$ cat src/iod_params.svh
// constants for the low i/o register space decoder
// included by iod_space_decode.sv, the checker and the bench, not by iod_pkg.sv
`ifndef IOD_PARAMS_SVH
`define IOD_PARAMS_SVH

// ==========================================
// space layout
`define IOD_IO_SPAN 64
`define IOD_IO_LAST 8'h3F
`define IOD_BIT_LAST 8'h1F
`define IOD_DATA_IO_BASE 8'h20
`define IOD_EXT_BASE 8'h60
`define IOD_RESET_VAL 8'h00
`define IOD_FULL_MASK 8'hFF
`define IOD_NO_MASK 8'h00
`define IOD_BIT_ONE 8'h01

// ==========================================
// port blocks: pin input, direction, output
`define IOD_PORT_STRIDE 3
`define IOD_PORT_LAST 6'h14
`define IOD_PORT_G_PIN 6'h12
`define IOD_PORT_G_DIR 6'h13
`define IOD_PORT_G_OUT 6'h14

// ==========================================
// other register offsets
`define IOD_TMR0_FLAGS 6'h15
`define IOD_TMR1_FLAGS 6'h16
`define IOD_TMR2_FLAGS 6'h17
`define IOD_EXT_IRQ_FLAGS 6'h1C
`define IOD_EXT_IRQ_MASK 6'h1D
`define IOD_SCRATCH0 6'h1E
`define IOD_NV_CTRL 6'h1F
`define IOD_NV_DATA 6'h20
`define IOD_NV_ADDR_LO 6'h21
`define IOD_NV_ADDR_HI 6'h22
`define IOD_PRESCALE_CTRL 6'h23
`define IOD_TMR0_CTRL 6'h24
`define IOD_TMR0_COUNT 6'h26
`define IOD_TMR0_CMP 6'h27
`define IOD_SCRATCH1 6'h2A
`define IOD_SCRATCH2 6'h2B
`define IOD_SER_CTRL 6'h2C
`define IOD_SER_STAT 6'h2D
`define IOD_SER_DATA 6'h2E
`define IOD_CMP_CTRL 6'h31
`define IOD_DEBUG_DATA 6'h32
`define IOD_SLEEP_CTRL 6'h33
`define IOD_RESET_CAUSE 6'h34
`define IOD_CORE_CTRL 6'h35
`define IOD_SELF_PROG 6'h37

// ==========================================
// implemented, read-only and write-one-to-clear bits
`define IOD_PORT_G_MASK 8'h1F
`define IOD_PORT_G_PIN_MASK 8'h3F
`define IOD_TMR0_FLAG_MASK 8'h03
`define IOD_TMR1_FLAG_MASK 8'h27
`define IOD_TMR2_FLAG_MASK 8'h03
`define IOD_EXT_IRQ_BITS 8'hF1
`define IOD_NV_CTRL_MASK 8'h0F
`define IOD_NV_ADDR_HI_MASK 8'h07
`define IOD_PRESCALE_MASK 8'h83
`define IOD_SER_STAT_MASK 8'hC1
`define IOD_SER_STAT_RO 8'hC0
`define IOD_CMP_RO 8'h20
`define IOD_CMP_W1C 8'h10
`define IOD_SLEEP_MASK 8'h0F
`define IOD_RESET_CAUSE_MASK 8'h1F
`define IOD_CORE_CTRL_MASK 8'h93
`define IOD_SELF_PROG_MASK 8'hDF
`define IOD_SELF_PROG_RO 8'h40

`endif

$ cat src/iod_pkg.sv
// types shared by the i/o register space decoder
// needs nothing from iod_params.svh and includes no file
`default_nettype none

package iod_pkg;

    // ==========================================
    // access kinds issued by the core
    typedef enum logic [3:0] {
        port_in_op = 4'h0,
        port_out_op = 4'h1,
        set_single_bit_op = 4'h2,
        clear_single_bit_op = 4'h3,
        skip_if_bit_set_op = 4'h4,
        skip_if_bit_clear_op = 4'h5,
        load_indirect_op = 4'h6,
        store_indirect_op = 4'h7,
        load_direct_op = 4'h8,
        store_direct_op = 4'h9,
        load_displaced_op = 4'hA,
        store_displaced_op = 4'hB
    } iod_op_t;

    typedef enum logic [0:0] {
        IOD_IDLE = 1'b0,
        IOD_EXT_WAIT = 1'b1
    } iod_state_t;

    typedef struct packed {
        logic valid;
        iod_op_t op;
        logic [7:0] addr;
        logic [2:0] bit_sel;
        logic [7:0] wdata;
    } iod_req_t;

    typedef struct packed {
        logic ack;
        logic err;
        logic [7:0] rdata;
        logic bit_val;
        logic skip;
    } iod_rsp_t;

    typedef struct packed {
        logic valid;
        logic write;
        logic [7:0] addr;
        logic [7:0] wdata;
    } iod_ext_t;

endpackage

`default_nettype wire

$ cat src/iod_space_decode.sv
// decoder and register bank for the low i/o register space
// the core drives one request per cycle and waits for ack
// peripherals drive status and flag-set bytes per i/o address
`include "iod_params.svh"
`timescale 1ns/10ps
`default_nettype none

module iod_space_decode
    import iod_pkg::*;
(
    input wire logic ref_clk_in,
    input wire logic rst_n_in,
    input wire iod_req_t req_in,
    input wire logic [7:0] hw_status_in [`IOD_IO_SPAN],
    input wire logic [7:0] hw_flag_set_in [`IOD_IO_SPAN],
    input wire logic [7:0] ext_rdata_in,
    output var iod_rsp_t rsp_out,
    output var iod_ext_t ext_out,
    output var logic [7:0] io_reg_out [`IOD_IO_SPAN]
);

    // ==========================================
    // bit classification per i/o address

    // bits that exist at all; the rest read zero
    function automatic logic [7:0] impl_mask(input logic [5:0] a);
        logic [7:0] m;
        m = `IOD_NO_MASK;
        if (a <= `IOD_PORT_LAST) begin
            m = `IOD_FULL_MASK;
            if (a == `IOD_PORT_G_PIN) begin
                m = `IOD_PORT_G_PIN_MASK;
            end else if (a == `IOD_PORT_G_DIR || a == `IOD_PORT_G_OUT) begin
                m = `IOD_PORT_G_MASK;
            end
        end else begin
            unique case (a)
                `IOD_TMR0_FLAGS: m = `IOD_TMR0_FLAG_MASK;
                `IOD_TMR1_FLAGS: m = `IOD_TMR1_FLAG_MASK;
                `IOD_TMR2_FLAGS: m = `IOD_TMR2_FLAG_MASK;
                `IOD_EXT_IRQ_FLAGS: m = `IOD_EXT_IRQ_BITS;
                `IOD_EXT_IRQ_MASK: m = `IOD_EXT_IRQ_BITS;
                `IOD_NV_CTRL: m = `IOD_NV_CTRL_MASK;
                `IOD_NV_ADDR_HI: m = `IOD_NV_ADDR_HI_MASK;
                `IOD_PRESCALE_CTRL: m = `IOD_PRESCALE_MASK;
                `IOD_SER_STAT: m = `IOD_SER_STAT_MASK;
                `IOD_SLEEP_CTRL: m = `IOD_SLEEP_MASK;
                `IOD_RESET_CAUSE: m = `IOD_RESET_CAUSE_MASK;
                `IOD_CORE_CTRL: m = `IOD_CORE_CTRL_MASK;
                `IOD_SELF_PROG: m = `IOD_SELF_PROG_MASK;
                `IOD_SCRATCH0,
                `IOD_NV_DATA,
                `IOD_NV_ADDR_LO,
                `IOD_TMR0_CTRL,
                `IOD_TMR0_COUNT,
                `IOD_TMR0_CMP,
                `IOD_SCRATCH1,
                `IOD_SCRATCH2,
                `IOD_SER_CTRL,
                `IOD_SER_DATA,
                `IOD_CMP_CTRL,
                `IOD_DEBUG_DATA: m = `IOD_FULL_MASK;
                default: m = `IOD_NO_MASK;
            endcase
        end
        return m;
    endfunction

    // bits whose value comes from the peripheral, never stored
    function automatic logic [7:0] ro_mask(input logic [5:0] a);
        logic [7:0] m;
        m = `IOD_NO_MASK;
        if (a <= `IOD_PORT_LAST) begin
            if ((a % `IOD_PORT_STRIDE) == 6'h00) begin
                m = impl_mask(a);
            end
        end else begin
            unique case (a)
                `IOD_SER_STAT: m = `IOD_SER_STAT_RO;
                `IOD_CMP_CTRL: m = `IOD_CMP_RO;
                `IOD_SELF_PROG: m = `IOD_SELF_PROG_RO;
                default: m = `IOD_NO_MASK;
            endcase
        end
        return m;
    endfunction

    // flags set by hardware and cleared by writing one
    function automatic logic [7:0] w1c_mask(input logic [5:0] a);
        logic [7:0] m;
        m = `IOD_NO_MASK;
        unique case (a)
            `IOD_TMR0_FLAGS,
            `IOD_TMR1_FLAGS,
            `IOD_TMR2_FLAGS,
            `IOD_EXT_IRQ_FLAGS: m = impl_mask(a);
            `IOD_CMP_CTRL: m = `IOD_CMP_W1C;
            default: m = `IOD_NO_MASK;
        endcase
        return m;
    endfunction

    // ==========================================
    // address reach of each instruction class

    // single-bit set, clear and skip tests
    function automatic logic bit_reach(input logic [7:0] a);
        return a <= `IOD_BIT_LAST;
    endfunction

    // port-style in and out; nothing above 64 locations
    function automatic logic port_reach(input logic [7:0] a);
        return a <= `IOD_IO_LAST;
    endfunction

    // data addresses that alias the i/o window
    function automatic logic data_io_reach(input logic [7:0] a);
        return (a >= `IOD_DATA_IO_BASE) && (a < `IOD_EXT_BASE);
    endfunction

    // store variants of load/store carry an odd code
    function automatic logic is_store(input iod_op_t op);
        return op[0];
    endfunction

    // ==========================================
    // request decode

    iod_state_t state_q;
    iod_state_t state_d;
    logic io_rd;
    logic io_wr;
    logic bit_test;
    logic ext_hit;
    logic bad_acc;
    logic [5:0] io_addr;
    logic [7:0] wr_mask;
    logic [7:0] wr_data;
    logic [7:0] data_off;

    // data address minus the i/o window base
    assign data_off = req_in.addr - `IOD_DATA_IO_BASE;

    always_comb begin
        io_rd = 1'b0;
        io_wr = 1'b0;
        bit_test = 1'b0;
        ext_hit = 1'b0;
        bad_acc = 1'b0;
        io_addr = req_in.addr[5:0];
        wr_mask = `IOD_NO_MASK;
        wr_data = req_in.wdata;
        if (req_in.valid && state_q == IOD_IDLE) begin
            unique case (req_in.op)
                port_in_op,
                port_out_op: begin
                    // only 64 locations; anything above is refused
                    if (port_reach(req_in.addr)) begin
                        io_rd = (req_in.op == port_in_op);
                        io_wr = (req_in.op == port_out_op);
                        wr_mask = `IOD_FULL_MASK;
                    end else begin
                        bad_acc = 1'b1;
                    end
                end
                set_single_bit_op,
                clear_single_bit_op: begin
                    if (bit_reach(req_in.addr)) begin
                        io_wr = 1'b1;
                        // one-hot mask keeps neighbouring flags intact
                        wr_mask = `IOD_BIT_ONE << req_in.bit_sel;
                        if (req_in.op == set_single_bit_op) begin
                            wr_data = `IOD_FULL_MASK;
                        end else begin
                            wr_data = `IOD_NO_MASK;
                        end
                    end else begin
                        bad_acc = 1'b1;
                    end
                end
                skip_if_bit_set_op,
                skip_if_bit_clear_op: begin
                    if (bit_reach(req_in.addr)) begin
                        io_rd = 1'b1;
                        bit_test = 1'b1;
                    end else begin
                        bad_acc = 1'b1;
                    end
                end
                load_indirect_op,
                load_direct_op,
                load_displaced_op,
                store_indirect_op,
                store_direct_op,
                store_displaced_op: begin
                    // below the window is the core's own register file
                    if (req_in.addr < `IOD_DATA_IO_BASE) begin
                        bad_acc = 1'b1;
                    end else if (data_io_reach(req_in.addr)) begin
                        io_addr = data_off[5:0];
                        io_rd = !is_store(req_in.op);
                        io_wr = is_store(req_in.op);
                        wr_mask = `IOD_FULL_MASK;
                    end else begin
                        ext_hit = 1'b1;
                    end
                end
                default: bad_acc = 1'b1;
            endcase
        end
    end

    // ==========================================
    // register bank, one byte per i/o address

    logic [7:0] io_q [`IOD_IO_SPAN];
    logic [7:0] rd_val [`IOD_IO_SPAN];

    genvar gi;
    generate
        for (gi = 0; gi < `IOD_IO_SPAN; gi++) begin : g_byte
            localparam logic [5:0] ADDR = 6'(gi);
            localparam logic [7:0] IMPL = impl_mask(ADDR);
            localparam logic [7:0] RO = ro_mask(ADDR);
            localparam logic [7:0] W1C = w1c_mask(ADDR);
            localparam logic [7:0] RW = IMPL & ~RO & ~W1C;

            logic hit;
            logic [7:0] wm;
            logic [7:0] clr;
            logic [7:0] io_d;

            assign hit = io_wr && (io_addr == ADDR);
            // reserved bits and addresses never take a write
            assign wm = hit ? wr_mask : `IOD_NO_MASK;
            assign clr = wr_data & wm & W1C;

            always_comb begin
                io_d = (io_q[gi] & ~(wm & RW)) | (wr_data & wm & RW);
                // a flag raised in the clearing cycle survives
                io_d = (io_d & ~clr) | (hw_flag_set_in[gi] & W1C);
                io_d = io_d & (RW | W1C);
            end

            always_ff @(posedge ref_clk_in or negedge rst_n_in) begin
                if (!rst_n_in) begin
                    io_q[gi] <= `IOD_RESET_VAL;
                end else begin
                    io_q[gi] <= io_d;
                end
            end

            // live status bits merge with stored ones on read
            assign rd_val[gi] = (io_q[gi] & (RW | W1C)) | (hw_status_in[gi] & RO);
            assign io_reg_out[gi] = io_q[gi];
        end
    endgenerate

    // ==========================================
    // read path

    logic [7:0] rd_byte;
    logic rd_bit;

    always_comb begin
        rd_byte = rd_val[io_addr];
        rd_bit = rd_byte[req_in.bit_sel];
    end

    // ==========================================
    // extended space handshake

    // extended peripherals answer in the same cycle as the strobe
    always_comb begin
        state_d = state_q;
        unique case (state_q)
            IOD_IDLE: begin
                if (ext_hit) begin
                    state_d = IOD_EXT_WAIT;
                end
            end
            IOD_EXT_WAIT: begin
                state_d = IOD_IDLE;
            end
        endcase
    end

    always_ff @(posedge ref_clk_in or negedge rst_n_in) begin
        if (!rst_n_in) begin
            state_q <= IOD_IDLE;
        end else begin
            state_q <= state_d;
        end
    end

    always_ff @(posedge ref_clk_in or negedge rst_n_in) begin
        if (!rst_n_in) begin
            ext_out <= '0;
        end else begin
            ext_out.valid <= ext_hit;
            ext_out.write <= ext_hit && is_store(req_in.op);
            if (ext_hit) begin
                ext_out.addr <= req_in.addr;
                ext_out.wdata <= req_in.wdata;
            end
        end
    end

    // ==========================================
    // response to the core

    logic ack_q;
    logic err_q;
    logic [7:0] rdata_q;
    logic bit_val_q;
    logic skip_q;

    // i/o and refused answers come next cycle, extended ones a cycle later
    always_ff @(posedge ref_clk_in or negedge rst_n_in) begin
        if (!rst_n_in) begin
            ack_q <= 1'b0;
            err_q <= 1'b0;
        end else begin
            ack_q <= io_rd || io_wr || bad_acc || (state_q == IOD_EXT_WAIT);
            err_q <= bad_acc;
        end
    end

    always_ff @(posedge ref_clk_in or negedge rst_n_in) begin
        if (!rst_n_in) begin
            rdata_q <= `IOD_RESET_VAL;
        end else if (state_q == IOD_EXT_WAIT) begin
            // write answers carry no data
            rdata_q <= ext_out.write ? `IOD_NO_MASK : ext_rdata_in;
        end else if (io_rd) begin
            rdata_q <= rd_byte;
        end else begin
            rdata_q <= `IOD_NO_MASK;
        end
    end

    always_ff @(posedge ref_clk_in or negedge rst_n_in) begin
        if (!rst_n_in) begin
            bit_val_q <= 1'b0;
            skip_q <= 1'b0;
        end else begin
            bit_val_q <= bit_test && rd_bit;
            if (!bit_test) begin
                skip_q <= 1'b0;
            end else if (req_in.op == skip_if_bit_set_op) begin
                skip_q <= rd_bit;
            end else begin
                skip_q <= !rd_bit;
            end
        end
    end

    assign rsp_out = '{ack: ack_q, err: err_q, rdata: rdata_q, bit_val: bit_val_q, skip: skip_q};

endmodule

`default_nettype wire

$ cat config.mk
export PLATFORM = sky130hd
export DESIGN_NAME = iod_space_decode
export DESIGN_NICKNAME = d
export VERILOG_FILES = /design/src/iod_pkg.sv /design/src/iod_space_decode.sv
export VERILOG_INCLUDE_DIRS = /design/src
export SDC_FILE = /design/constraint.sdc
export NUM_CORES = 1
export LEC_CHECK = 0
export CAP_MARGIN = 5
export CORE_AREA = 3 3 615 617
export CTS_CLUSTER_SIZE = 40
export DETAILED_ROUTE_END_ITERATION = 10
export DIE_AREA = 0 0 618 620
export DONT_BUFFER_PORTS = 1
export SYNTH_ARGS = -nofsm -noshare
export SYNTH_HDL_FRONTEND = slang
export SYNTH_SLANG_ARGS = --single-unit
$ cat constraint.sdc
create_clock -name ref_clk_in -period 3.4 [get_ports ref_clk_in]
set_input_delay 0 -clock ref_clk_in [delete_from_list [all_inputs] [get_ports ref_clk_in]]
set_output_delay 0 -clock ref_clk_in [all_outputs]
set_load 0.02 [all_outputs]
# Word-level counts from Yosys, hierarchy flattened
# Index checks and enable logic that the tools add are counted.
[word_totals]
reg_bits = 280
latch_bits = 0
ramBits = 0
rom_bits = 0
in_bits = 1058
output_inout_bits = 542
elab_cells = 413
memories = 0
[op_classes]
addsub = 1
n_mul = 0
n_div = 0
order_cmp = 7
n_eq_ne = 50
n_shift = 1
mux = 87
bitwise = 164
reduce_logical = 54
[op_table]
columns = ["op", "n"]
rows = [
  ["8-bit AND", 59],
  ["8-bit 2-to-1 mux", 43],
  ["8-bit inverter", 29],
  ["8-bit bitwise OR", 29],
  ["6-bit equality test, second input constant", 18],
  ["6-bit by 5-bit equality test with 1-bit output, second input constant", 11],
  ["8-bit binary-select mux with 6-bit select", 1],
  ["1-bit logical AND", 43],
  ["5-bit AND", 6],
  ["6-bit by 4-bit equality test with 1-bit output, second input constant", 5],
  ["6-bit 2-to-1 mux", 5],
  ["1-bit 2-to-1 mux", 24],
  ["8-bit one-hot mux with 3 select lines", 1],
  ["6-bit by 3-bit equality test with 1-bit output, second input constant", 3],
  ["4-bit AND", 4],
  ["4-bit by 3-bit equality test with 1-bit output, second input constant", 4],
  ["4-bit equality test, second input constant", 4],
  ["5-bit 2-to-1 mux", 3],
  ["5-bit inverter", 3],
  ["5-bit bitwise OR", 3],
  ["6-bit AND", 2],
  ["1-bit one-hot mux with 3 select lines", 3],
  ["2-bit AND", 4],
  ["4-bit by 2-bit equality test with 1-bit output, second input constant", 2],
  ["41 further kinds", 55],
]

# Depth between registers and ports, before layout
# Gate-level depths: netlist of run 1.
[depth]
word_depth = 15
ltp_mapped = 12
depth_no_buf = 8

# Least setup slack after synthesis of run 1
# Ideal clock, no wire load.
[synth_timing]
path_kind = "reg2reg"
from = "reg state_q"
to = "reg skip_q"
setup_ns = 0.079
t_arrival_ns = 2.363
t_required_ns = 3.321
setup_slack_ns = 0.958
path_stages_with_launch = 10
n_path_buf = 1
period_less_slack_ns = 2.442
cell_sequence = "dfrtp_1 nor2b_1 a21boi_0 or3_1 buf_6 mux4_2 o21a_1 o41ai_2 a2bb2oi_2 mux2i_1"
[synth_via]
elab_chain_len = 12
word_cells_on_any_way = 13
cone_classes = "mux (9); bitwise (2); reduce/logical (2)"
[synth_lines]
columns = ["item", "line_no", "text"]
rows = [
  ["from (decl)", "iod_space_decode.sv:129", "iod_state_t state_q;"],
  ["from (signal assigned)", "iod_space_decode.sv:292", "state_q <= state_d;"],
  ["1-bit inverter *", "iod_space_decode.sv:153", "if (req_in.valid && state_q == IOD_IDLE) begin"],
  ["1-bit logical AND *", "iod_space_decode.sv:153", ""],
  ["6-bit 2-to-1 mux", "iod_space_decode.sv:153", ""],
  ["6-bit inverter with 7-bit output (implied by the code)", "iod_space_decode.sv:266", "rd_byte = rd_val[io_addr];"],
  ["8-bit binary-select mux with 6-bit select", "iod_space_decode.sv:266", ""],
  ["8-bit 2-to-1 mux (implied by the code) (2 in a row)", "iod_space_decode.sv:266", ""],
  ["1-bit binary-select mux with 3-bit select", "iod_space_decode.sv:267", "rd_bit = rd_byte[req_in.bit_sel];"],
  ["1-bit 2-to-1 mux (implied by the code)", "iod_space_decode.sv:267", ""],
  ["1-bit zero test", "iod_space_decode.sv:353", "skip_q <= !rd_bit;"],
  ["1-bit 2-to-1 mux", "iod_space_decode.sv:350", "end else if (req_in.op == skip_if_bit_set_op) begin"],
  ["1-bit 2-to-1 mux *", "iod_space_decode.sv:348", "if (!bit_test) begin"],
  ["to (signal assigned)", "iod_space_decode.sv:351", "skip_q <= rd_bit;"],
  ["to (signal assigned)", "iod_space_decode.sv:353", ""],
  ["to (decl)", "iod_space_decode.sv:316", "logic skip_q;"],
]
# Every way passes the cells marked *; elsewhere a longest branch is shown, timed or not. The select of a mux whose other input is x is not followed.
# A chain may end at the register's enable or synchronous reset.

# Worst setup path after layout of run 1
[layout_timing]
from = "reg state_q"
to = "reg rdata_q[3]"
[layout_via]
elab_chain_len = 9
word_cells_on_any_way = 10
cone_classes = "mux (7); bitwise (2); reduce/logical (1)"
[layout_lines]
columns = ["item", "line_no", "text"]
rows = [
  ["1-bit inverter", "iod_space_decode.sv:153", ""],
  ["1-bit logical AND", "iod_space_decode.sv:153", ""],
  ["6-bit 2-to-1 mux", "iod_space_decode.sv:153", ""],
  ["6-bit inverter with 7-bit output (implied by the code)", "iod_space_decode.sv:266", ""],
  ["8-bit binary-select mux with 6-bit select", "iod_space_decode.sv:266", ""],
  ["8-bit 2-to-1 mux (implied by the code) (2 in a row)", "iod_space_decode.sv:266", ""],
  ["8-bit 2-to-1 mux", "iod_space_decode.sv:335", "end else if (io_rd) begin"],
  ["8-bit 2-to-1 mux *", "iod_space_decode.sv:332", "end else if (state_q == IOD_EXT_WAIT) begin"],
  ["to (signal assigned)", "iod_space_decode.sv:331", "rdata_q <= `IOD_RESET_VAL;"],
  ["to (signal assigned)", "iod_space_decode.sv:334", "rdata_q <= ext_out.write ? `IOD_NO_MASK : ext_rdata_in;"],
  ["to (signal assigned)", "iod_space_decode.sv:336", "rdata_q <= rd_byte;"],
  ["to (decl)", "iod_space_decode.sv:314", "logic [7:0] rdata_q;"],
]
# Marks and branches as above.

==> impl_metrics.py, run 1 <==
metrics = {
    "sta": {
        "worst_pin_slew_ns": 1.16,
        "hold_slack_ns": -0.877,
        "skew_ns": 0.0395,
        "max_freq_mhz": 301,
        "drv_slew": 0,
        "hold_viol": 280,
        "period_minus_slack_ns": 3.32,
        "relSlewSlack_pct": 22.9,
        "setup_viol": 0,
        "setup_tns_ns": 0,
        "post-route-period-util_pct": 97.6,
    },
    "pwr": {
        "switching_power_mw": 3.05,
        "switching_share_pct": 32.6,
        "pwr-share-comb_pct": 13.0,
        "intPower_mw": 6.30,
        "power.clock.fraction_pct": 46.7,
        "leakagePower_nw": 8.94,
        "ir_drop_mv": 0.347,
        "cellPowerDensity_nw_per_um2": 369,
        "total_power_mw": 9.36,
        "pwr-share-seq_pct": 40.3,
    },
    "setup_path": {
        "cp-startpoint": "state_q$_DFF_PN0_",
        "worstSetupStartpointType": "register",
        "crit_fanout": 8,
        "worstReg2RegStart": "state_q$_DFF_PN0_",
        "path_class": "reg -> reg",
        "cp-endpoint": "rdata_q[3]$_DFF_PN0_",
        "rr_endpoint": "rdata_q[3]$_DFF_PN0_",
        "crit_buf_inv": 5,
        "cp_cell_sequence": "nor2b_1, a21boi_0, or3_1, buf_12, buf_4, buf_4, and3_1, nor3_1, buf_4, o21ai_0, dlygate4sd3_1",
        "cp_top_family": "buffers and inverters",
        "cp_data_required_time_ns": 3.90,
        "reg2reg_depth": 11,
        "cp_slowest_stage_delay_ns": 0.55,
        "crit_cells": 11,
        "slowest_stage": "dlygate4sd3_1",
        "cp-end-kind": "register",
        "r2r_setup_slack_ns": 0.08,
        "critical_path_arrival_ns": 3.82,
        "crit_top_cell": "buf_4",
    },
    "cells_and_area": {
        "final_core_util_pct": 6.80,
        "layout-drive-gt1-share_pct": 24.0,
        "stdcell_area_um2": 25300,
        "nets": 2953,
        "area_growth_pct": 56.9,
        "fill_cells": 43600,
    },
    "cts": {
        "path_clk_slew_ns": 0.07,
        "clockBufferDepth": 3,
        "post_cts_buffers": 0,
        "hold_buffers": 73,
        "cts_sinks": 280,
        "insertion_delay_ns": 0.61,
        "cts_buffers": 39,
        "cts_tree": "built",
        "htreeDepth": 2,
        "cts_root_buf": "clkbuf_16",
    },
    "route": {
        "first_iter_violations": 1753,
        "vias": 14500,
        "wl_per_cell_um": 20.1,
        "drc": 0,
        "ant_nets": 0,
        "post_drt_via_cell_ratio": 2.09,
        "drt_wl_total_um": 139000,
        "drtPass1Iterations": 5,
    },
    "die": {
        "core_area_um2": 372000,
        "rows": 224,
        "dieArea_um2": 383000,
        "die_h_um": 620,
        "io_pins": 1600,
        "start_util_pct": 4.34,
        "die_width_um": 618,
    },
    "synth": {
        "ys_seq_area_share_pct": 43.4,
        "synth_edf_count": 0,
        "async_flop_share_pct": 100,
        "synth_seq_cells": 280,
        "yosysWarnings": 0,
        "synth_ff_type": "dfrtp_1",
        "syn-cell-area_um2": 16200,
        "yosys.cell_types.count": 78,
        "avgSynthCellArea_um2": 9.77,
        "synthCells": 1653,
    },
    "global_route": {
        "met3_usage_pct": 2.45,
        "grt_overflow_total": 0,
        "global_route.usage.met1_pct": 7.58,
        "busiest_layer": "met2",
        "grt_pass1_wl_um": 169000,
        "track_usage_pct": 6.93,
        "grt_max_degree": 281,
        "grt_antenna_before_repair": 65,
        "use_met2_pct": 12.2,
        "grt_pass1_vias": 13200,
    },
    "placement": {
        "gp_congestion": 0.870,
        "hpwlAfterDp_um": 117000,
        "placed_cell_area_um2": 23200,
        "port_buffers": 0,
    },
    "hold_path": {
        "min_path_type": "in -> async",
    },
    "run_status": {
        "status": "finished with violations",
        "violations": "negative hold slack",
    },
    "job": {
        "drv_cap": 0,
    },
}
## layer usage
layer / routed length [um] / vias to the layer above
met4: 5700 / 12
li1: - / 6051
met5: 85 / -
met3: 14700 / 199
met2: 69900 / 1034
met1: 48700 / 7186
## cell type report
cell class	instances	area [um2]	area share, %
inverters	9	33.8	0.133
well taps	4972	6220	24.5
diodes	43	108	0.425
flip-flops and latches	280	7010	27.6
clock inverters	23	279	1.10
clock buffers	46	1040	4.11
multi-input cells	1244	7760	30.6
repair buffers	321	2900	11.4
## what timing repair did
item,4_1_cts,5_1_grt
gates resized for setup,1,8
endpoints found under the setup margin,1,10
endpoints found under the hold margin,522,280
pin swaps,0,1
## placed cells by master (no fill, tap or decap), types with 6 or more instances in the layout
| cell type | n |
|---|---|
| a22o_1 | 8 |
| nand2b_1 | 12 |
| a22oi_1 | 13 |
| nor3_1 | 14 |
| diode_2 | 43 |
| inv_1 | 6 |
| a31oi_1 | 73 |
| mux2i_1 | 28 |
| mux4_2 | 40 |
| buf_4 | 224 |
| a221oi_1 | 14 |
| o21ai_0 | 70 |
| nor2_1 | 139 |
| nand2_1 | 50 |
| mux2_2 | 38 |
| a21oi_2 | 7 |
| nand3_1 | 35 |
| clkbuf_16 | 39 |
| dfrtp_1 | 279 |
| and2_1 | 6 |
| nand4_1 | 6 |
| dlygate4sd3_1 | 72 |
| a21oi_1 | 201 |
| nor3_2 | 10 |
| o31ai_1 | 50 |
| a21o_1 | 24 |
| nor2_2 | 18 |
| buf_12 | 24 |
| nor2b_1 | 15 |
| conb_1 | 263 |
## power groups by stage
stage                     Clock [mW]  Sequential [mW]  Combinational (mW)
after CTS                       4.48             3.83                1.23
final                           4.37             3.77                1.22
after floorplan                    0             3.65               0.938
after detailed placement           0             3.89                1.09
after global placement             0             3.89                1.09
after global routing            4.60             3.81                1.29
## logic make-up after synthesis
kind of cell,synth area share (%)
other,0.0232
multiplexers,10.2
AND/OR/NAND/NOR,10.7
AO/OA/AOI/OAI,19.9
buffers and inverters,15.7
XOR/XNOR,0.0542
flip-flops,43.4
## cells in the mapped netlist, drive strengths merged (3+ instances only)
master | instances | area share, %
buf | 316 | 14
dfrtp | 280 | 43
a21oi | 209 | 6.5
nor2 | 158 | 3.9
o21ai | 76 | 2.4
a31oi | 73 | 2.8
clkbuf | 66 | 1.5
nand2 | 50 | 1.2
o31ai | 50 | 2.3
mux4 | 40 | 5.6
mux2 | 39 | 2.7
nand3 | 35 | 1.1
mux2i | 30 | 1.9
nor3 | 25 | 1.1
a21o | 24 | 1.1
nor2b | 18 | 0.70
a221oi | 16 | 0.87
a22oi | 13 | 0.60
nand2b | 12 | 0.46
a22o | 8 | 0.43
and2 | 7 | 0.27
inv | 7 | 0.16
nand4 | 6 | 0.23
nor4 | 6 | 0.23
o22ai | 6 | 0.23
or2 | 6 | 0.23
a211oi | 5 | 0.23
nand3b | 5 | 0.31
a32oi | 4 | 0.22
and3 | 4 | 0.19
o211ai | 4 | 0.19
o21a | 4 | 0.19
a41oi | 3 | 0.16
o2bb2ai | 3 | 0.16
o32ai | 3 | 0.16
or4 | 3 | 0.14
## worst min path at each step
| stage | startpoint | cells past startpoint | endpoint | slack [ns] |
|---|---|---|---|---|
| floorplan | rst_n_in | 0 | asynchronous set/reset pin | -0.30 |
| global placement | rst_n_in | 0 | asynchronous set/reset pin | -0.28 |
| detailed placement | rst_n_in | 0 | asynchronous set/reset pin | -0.29 |
| CTS | rst_n_in | 0 | asynchronous set/reset pin | -0.94 |
| global route | rst_n_in | 0 | asynchronous set/reset pin | -0.92 |
| finish | rst_n_in | 0 | asynchronous set/reset pin | -0.88 |
## metrics by stage
| stage | setup slack (ns) | std cells |
|---|---|---|
| finish | 0.0802 | 6938 |
| floorplan | 0.958 | 1915 |
| global placement | -0.188 | 6753 |
| global route | -0.000343 | 6906 |
| detailed placement | -0.203 | 6753 |
| CTS | 0.0188 | 6895 |
Note: power is estimated with default switching activity, not from simulation.
==> run 2: changes to the inputs <==
--- a/config.mk
+++ b/config.mk
@@ -12,6 +12,7 @@
 export DETAILED_ROUTE_END_ITERATION = 10
 export DIE_AREA = 0 0 618 620
 export DONT_BUFFER_PORTS = 1
+export SETUP_SLACK_MARGIN = 0.3
 export SYNTH_ARGS = -nofsm -noshare
 export SYNTH_HDL_FRONTEND = slang
 export SYNTH_SLANG_ARGS = --single-unit
==> impl_metrics.py, run 2 (synthesis results as in run 1) <==
metrics = {
    "run_status": {
        "status": "finished with violations",
        "violations": "negative hold slack",
    },
    "route": {
        "wl_per_cell_um": 20.1,
        "drtPass1Iterations": 6,
        "ant_nets": 0,
        "drt_wl_total_um": 139000,
        "drc": 0,
        "post_drt_via_cell_ratio": 2.09,
        "vias": 14500,
        "first_iter_violations": 1658,
    },
    "cts": {
        "path_clk_slew_ns": 0.07,
        "cts_sinks": 280,
        "htreeDepth": 2,
        "cts_tree": "built",
        "cts_root_buf": "clkbuf_16",
        "clockBufferDepth": 3,
        "insertion_delay_ns": 0.62,
        "cts_buffers": 39,
        "hold_buffers": 61,
    },
    "global_route": {
        "track_usage_pct": 6.92,
        "grt_pass1_wl_um": 168000,
        "grt_pass1_vias": 13200,
        "grt_max_degree": 281,
        "grt_antenna_before_repair": 64,
        "grt_overflow_total": 0,
    },
    "setup_path": {
        "cp_cell_sequence": "nand2b_4, a2111oi_4, or3_4, buf_12, buf_8, mux4_2, o21a_1, o41ai_2, a2bb2oi_2, mux2i_2, buf_4",
        "cp-end-kind": "register",
        "slowest_stage": "mux4_2",
        "worstSetupStartpointType": "register",
        "critical_path_arrival_ns": 3.68,
        "rr_endpoint": "skip_q$_DFF_PN0_",
        "cp_top_family": "compound AO/OA/AOI/OAI gates",
        "path_class": "reg -> reg",
        "r2r_setup_slack_ns": 0.28,
        "worstReg2RegStart": "state_q$_DFF_PN0_",
        "crit_fanout": 6,
        "cp_slowest_stage_delay_ns": 0.58,
        "reg2reg_depth": 11,
        "cp_data_required_time_ns": 3.96,
        "crit_buf_inv": 3,
    },
    "die": {
        "die_width_um": 618,
        "core_area_um2": 372000,
        "start_util_pct": 4.34,
        "dieArea_um2": 383000,
        "io_pins": 1600,
        "rows": 224,
        "die_h_um": 620,
    },
    "pwr": {
        "total_power_mw": 9.39,
        "ir_drop_mv": 0.344,
        "cellPowerDensity_nw_per_um2": 370,
        "leakagePower_nw": 8.92,
    },
    "sta": {
        "skew_ns": 0.0406,
        "period_minus_slack_ns": 3.12,
        "setup_ws_ns": 0.275,
        "relSlewSlack_pct": 14.9,
        "setup_viol": 0,
        "max_freq_mhz": 320,
        "hold_viol": 280,
        "hold_slack_ns": -0.880,
        "post-route-period-util_pct": 91.9,
        "rsz0062_at_grt": "yes",
        "worst_pin_slew_ns": 1.28,
        "drv_slew": 0,
    },
    "placement": {
        "dp_slack_ns": -0.203,
        "dp.cells": 6753,
        "hpwlAfterDp_um": 117000,
        "gp_congestion": 0.870,
        "port_buffers": 0,
    },
    "hold_path": {
        "min_path_type": "in -> async",
    },
    "cells_and_area": {
        "fin_cells": 6932,
        "layout-drive-gt1-share_pct": 25.2,
        "nets": 2946,
        "final_common_cell": "dfrtp_1",
        "final_cell_mix": "dfrtp_1, conb_1, buf_4",
        "area_growth_pct": 56.9,
        "multi_input_area_um2": 7830,
        "fill_cells": 43600,
        "ff_latch_area_um2": 7010,
    },
    "job": {
        "drv_cap": 0,
    },
}
## run 2: changes by cell type in the layout (fill, tap and decap cells not counted), sizes merged
| cell | delta |
|---|---|
| dlygate4sd3 | -11 |
| buf | +5 |
| diode | +1 |
| dlymetal6s4s | -1 |
## run 2: worst register-to-register path, delay by kind of cell, from the launching register on
kind / cells / cell delay [ns]
AND/OR/NAND/NOR: 2 / 0.40
flip-flops: 1 / 0.40
AO/OA/AOI/OAI: 4 / 0.92
buffers and inverters: 3 / 0.45
multiplexers: 2 / 0.89
## run 2: metrics by stage
step	hold WS (ns)	utilization (%)	setup TNS (ns)	area (um2)
final	-0.880	6.81	0	25300
after global routing	-0.919	6.78	0	25300
after CTS	-0.945	6.76	0	25200
after detailed placement	-0.285	6.22	-0.203	23200
after global placement	-0.282	6.22	-0.188	23200
after floorplan	-0.296	-	0	17100
## run 2: worst max-delay path by stage
stage | from | to | slack [ns] | depth (start not counted)
global route | register | skip_q$_DFF_PN0_ | 0.18 | 10
global placement | register | skip_q$_DFF_PN0_ | -0.19 | 10
finish | state_q$_DFF_PN0_ | skip_q$_DFF_PN0_ | 0.28 | 11
CTS | register | skip_q$_DFF_PN0_ | 0.20 | 10
detailed placement | register | skip_q$_DFF_PN0_ | -0.20 | 10
floorplan | state_q$_DFF_PN0_ | skip_q$_DFF_PN0_ | 0.96 | 9
## run 2: cell type report
| cell class | count | area share [%] |
|---|---|---|
| clock inverter | 23 | 1.10 |
| clock buffer | 46 | 4.11 |
| multi-input combinational | 1244 | 30.9 |
| inverter | 9 | 0.133 |
| sequential | 280 | 27.7 |
| tap | 4972 | 24.5 |
| antenna | 44 | 0.434 |
| timing repair buffer | 314 | 11.1 |
## run 2: power by group
group / internal (mW) / switching, mW
clock: 2.53 / 1.85
sequential: 3.42 / 0.343
combinational: 0.368 / 0.876
## run 2: routing by layer
metal	global-route usage, %	vias to the layer above	wire [um]
met4	2.56	12	5890
li1	-	6038	-
met2	12.3	998	69600
met5	0	-	84
met3	2.43	197	14200
met1	7.56	7243	49600
## run 2: timing repair
item | in CTS | in global routing
buffers inserted | 4 | 1
setup endpoints to repair | 4 | 11
endpoints found under the hold margin | 522 | 280
cloned | 0 | 0
gates resized for setup | 17 | 13
pin swaps | 7 | 5
==> run 3: changes to the inputs <==
--- a/config.mk
+++ b/config.mk
@@ -6,11 +6,12 @@
 export SDC_FILE = /design/constraint.sdc
 export NUM_CORES = 1
 export LEC_CHECK = 0
+export ABC_AREA = 1
 export CAP_MARGIN = 5
-export CORE_AREA = 3 3 615 617
+export CORE_AREA = 3 3 627 629
 export CTS_CLUSTER_SIZE = 40
 export DETAILED_ROUTE_END_ITERATION = 10
-export DIE_AREA = 0 0 618 620
+export DIE_AREA = 0 0 630 632
 export DONT_BUFFER_PORTS = 1
 export SETUP_SLACK_MARGIN = 0.3
 export SYNTH_ARGS = -nofsm -noshare
==> impl_metrics.py, run 3 <==
metrics = {
    "global_route": {
        "grt_pass1_wl_um": 169000,
        "track_usage_pct": 6.63,
        "grt_overflow_total": 0,
        "grt_max_degree": 281,
        "grt_pass1_vias": 14300,
        "grt_antenna_before_repair": 60,
    },
    "synth": {
        "synth.most_common_cell": "nand2_1",
        "avgSynthCellArea_um2": 7.51,
        "synth_top_area_cell": "dfrtp_1",
        "synthCells": 2230,
        "ys_top_cells_by_count": "nand2_1, buf_4, dfrtp_1",
        "yosysWarnings": 0,
        "async_flop_share_pct": 100,
        "yosys.cell_types.count": 45,
        "synth_top_area_share_pct": 41.8,
        "syn-cell-area_um2": 16700,
        "synth_ff_type": "dfrtp_1",
        "synth_seq_cells": 280,
        "synth_edf_count": 0,
        "synth_area_leaders": "dfrtp_1, nand2_1, buf_4",
        "ys_seq_area_share_pct": 41.8,
    },
    "setup_path": {
        "critical_path_arrival_ns": 3.49,
        "reg2reg_depth": 19,
        "path_class": "in -> reg",
        "worstSetupStartpointType": "input pin",
        "crit_fanout": 6,
        "cp-end-kind": "register",
        "cp_data_required_time_ns": 3.89,
    },
    "pwr": {
        "pwr-share-seq_pct": 41.4,
        "power.clock.fraction_pct": 42.7,
        "switching_power_mw": 3.20,
        "cellPowerDensity_nw_per_um2": 362,
        "leakagePower_nw": 9.51,
        "ir_drop_mv": 0.358,
        "pwr-share-comb_pct": 15.9,
        "switching_share_pct": 35.3,
        "intPower_mw": 5.86,
    },
    "sta": {
        "period_minus_slack_ns": 3.00,
        "worst_pin_slew_ns": 1.49,
        "rsz0062_at_grt": "yes",
        "drv_slew": 0,
        "max_freq_mhz": 333,
        "skew_ns": 0.0377,
        "setup_tns_ns": 0,
        "post-route-period-util_pct": 88.2,
        "relSlewSlack_pct": 0.336,
        "hold_slack_ns": -0.880,
        "setup_viol": 0,
        "hold_viol": 280,
    },
    "run_status": {
        "violations": "negative hold slack",
        "status": "finished with violations",
    },
    "cts": {
        "cts_buffers": 37,
        "clockBufferDepth": 3,
        "cts_tree": "built",
        "path_clk_slew_ns": 0.07,
        "post_cts_buffers": 0,
        "cts_sinks": 280,
        "htreeDepth": 2,
        "insertion_delay_ns": 0.61,
        "cts_root_buf": "clkbuf_16",
    },
    "hold_path": {
        "min_path_type": "in -> async",
    },
    "route": {
        "drc": 0,
        "drtPass1Iterations": 5,
        "ant_nets": 0,
        "vias": 15900,
        "drt_wl_total_um": 138000,
        "first_iter_violations": 1734,
        "wl_per_cell_um": 18.0,
        "post_drt_via_cell_ratio": 2.09,
    },
    "placement": {
        "port_buffers": 0,
        "hpwlAfterDp_um": 117000,
        "gp_congestion": 0.855,
        "dp.cells": 7490,
    },
    "die": {
        "die_width_um": 630,
        "die_h_um": 632,
        "rows": 229,
        "io_pins": 1600,
        "core_area_um2": 389000,
        "start_util_pct": 4.31,
        "dieArea_um2": 398000,
    },
    "cells_and_area": {
        "nets": 3456,
        "layout-drive-gt1-share_pct": 13.5,
        "final_common_cell": "nand2_1",
        "final_core_util_pct": 6.44,
        "area_growth_pct": 49.5,
        "final_cell_mix": "nand2_1, dfrtp_1, conb_1",
        "fin_cells": 7639,
    },
    "job": {
        "drv_cap": 0,
    },
}
run 3: cell types whose count changed after synthesis, sizes merged, moves of 40 or more:
cell	previous run	this run
nand2	50	703
o21ai	76	224
mux4	40	0
inv	7	134
o31ai	50	10
a21oi	209	95
nor2	158	246
run 3: final timing paths:
path                                   start                    endpoint  slack (ns)
min                                 rst_n_in  asynchronous set/reset pin       -0.88
min in group ref_clk_in           req_in[14]                    register        0.04
max                               req_in[13]            skip_q$_DFF_PN0_        0.40
min reg2reg                state_q$_DFF_PN0_             ack_q$_DFF_PN0_        0.51
max in group asynchronous           rst_n_in  asynchronous set/reset pin        3.08
max reg2reg                state_q$_DFF_PN0_            skip_q$_DFF_PN0_        0.54
run 3: repair_timing:
| item | 4_1_cts | 5_1_grt |
|---|---|---|
| endpoints found under the setup margin | 0 | 4 |
| hold buffers | 65 | 1 |
| gates resized for setup | 0 | 7 |
| hold endpoints to repair | 368 | 281 |
run 3: metrics by stage:
step | hold WS (ns) | setup slack [ns] | area (um2) | power (mW)
2_1_floorplan | -0.296 | 1.47 | 17700 | 4.63
3_3_place_gp | -0.284 | 0.400 | 23200 | 5.23
3_5_place_dp | -0.286 | 0.415 | 23200 | 5.23
4_1_cts | -0.938 | 0.304 | 25000 | 9.30
5_1_grt | -0.926 | 0.263 | 25000 | 9.46
6_report | -0.880 | 0.400 | 25000 | 9.06
run 3: area by class of cell:
cell class | instances | area [um2]
Tap cell | 5197 | 6500
Sequential cell | 280 | 7010
Clock buffer | 49 | 1000
Fill cell | 46000 | 363000
Multi-Input combinational cell | 1709 | 7680
Clock inverter | 14 | 111
Inverter | 136 | 526
Antenna cell | 20 | 50.0
Timing Repair Buffer | 234 | 2160
run 3: critical path, stage by stage:
cell,delay [ns]
dlygate4sd3_1,0.95
inv_1,0.41
nor2_2,0.27
buf_4,0.30
nand2_1,0.12
nand4_1,0.16
buf_12,0.15
nor2_1,0.04
buf_4,0.16
a21oi_1,0.12
nand2_1,0.21
a21oi_1,0.20
nand2_1,0.11
nand2_1,0.07
nand2_1,0.05
nand2_1,0.07
nor2_1,0.05
run 3: power by group through the flow:
stage               clock [mW]  combinational [mW]  sequential, mW
floorplan                    0               0.983            3.65
global placement             0                1.36            3.87
detailed placement           0                1.36            3.87
CTS                       4.01                1.48            3.81
global route              4.12                1.56            3.78
finish                    3.87                1.44            3.75
run 3: kinds of logic (layout without fill, tap and decap cells):
kind of cell | after synthesis | in the layout | synth area share [%]
AOI/OAI and AO/OA | 414 | 414 | 13.6
other | 1 | 283 | 0.0224
buffers and inverters | 503 | 433 | 18.4
and+or+nand+nor | 1032 | 1032 | 26.1
DFF | 280 | 280 | 41.8
run 3: layer usage:
metal	share of wire [%]	vias to the layer above	global-route usage, %
met1	38	7776	7.66
met3	9.0	146	1.94
met4	2.5	6	1.49
met5	0.021	-	0
met2	51	997	12.0
li1	-	7014	-
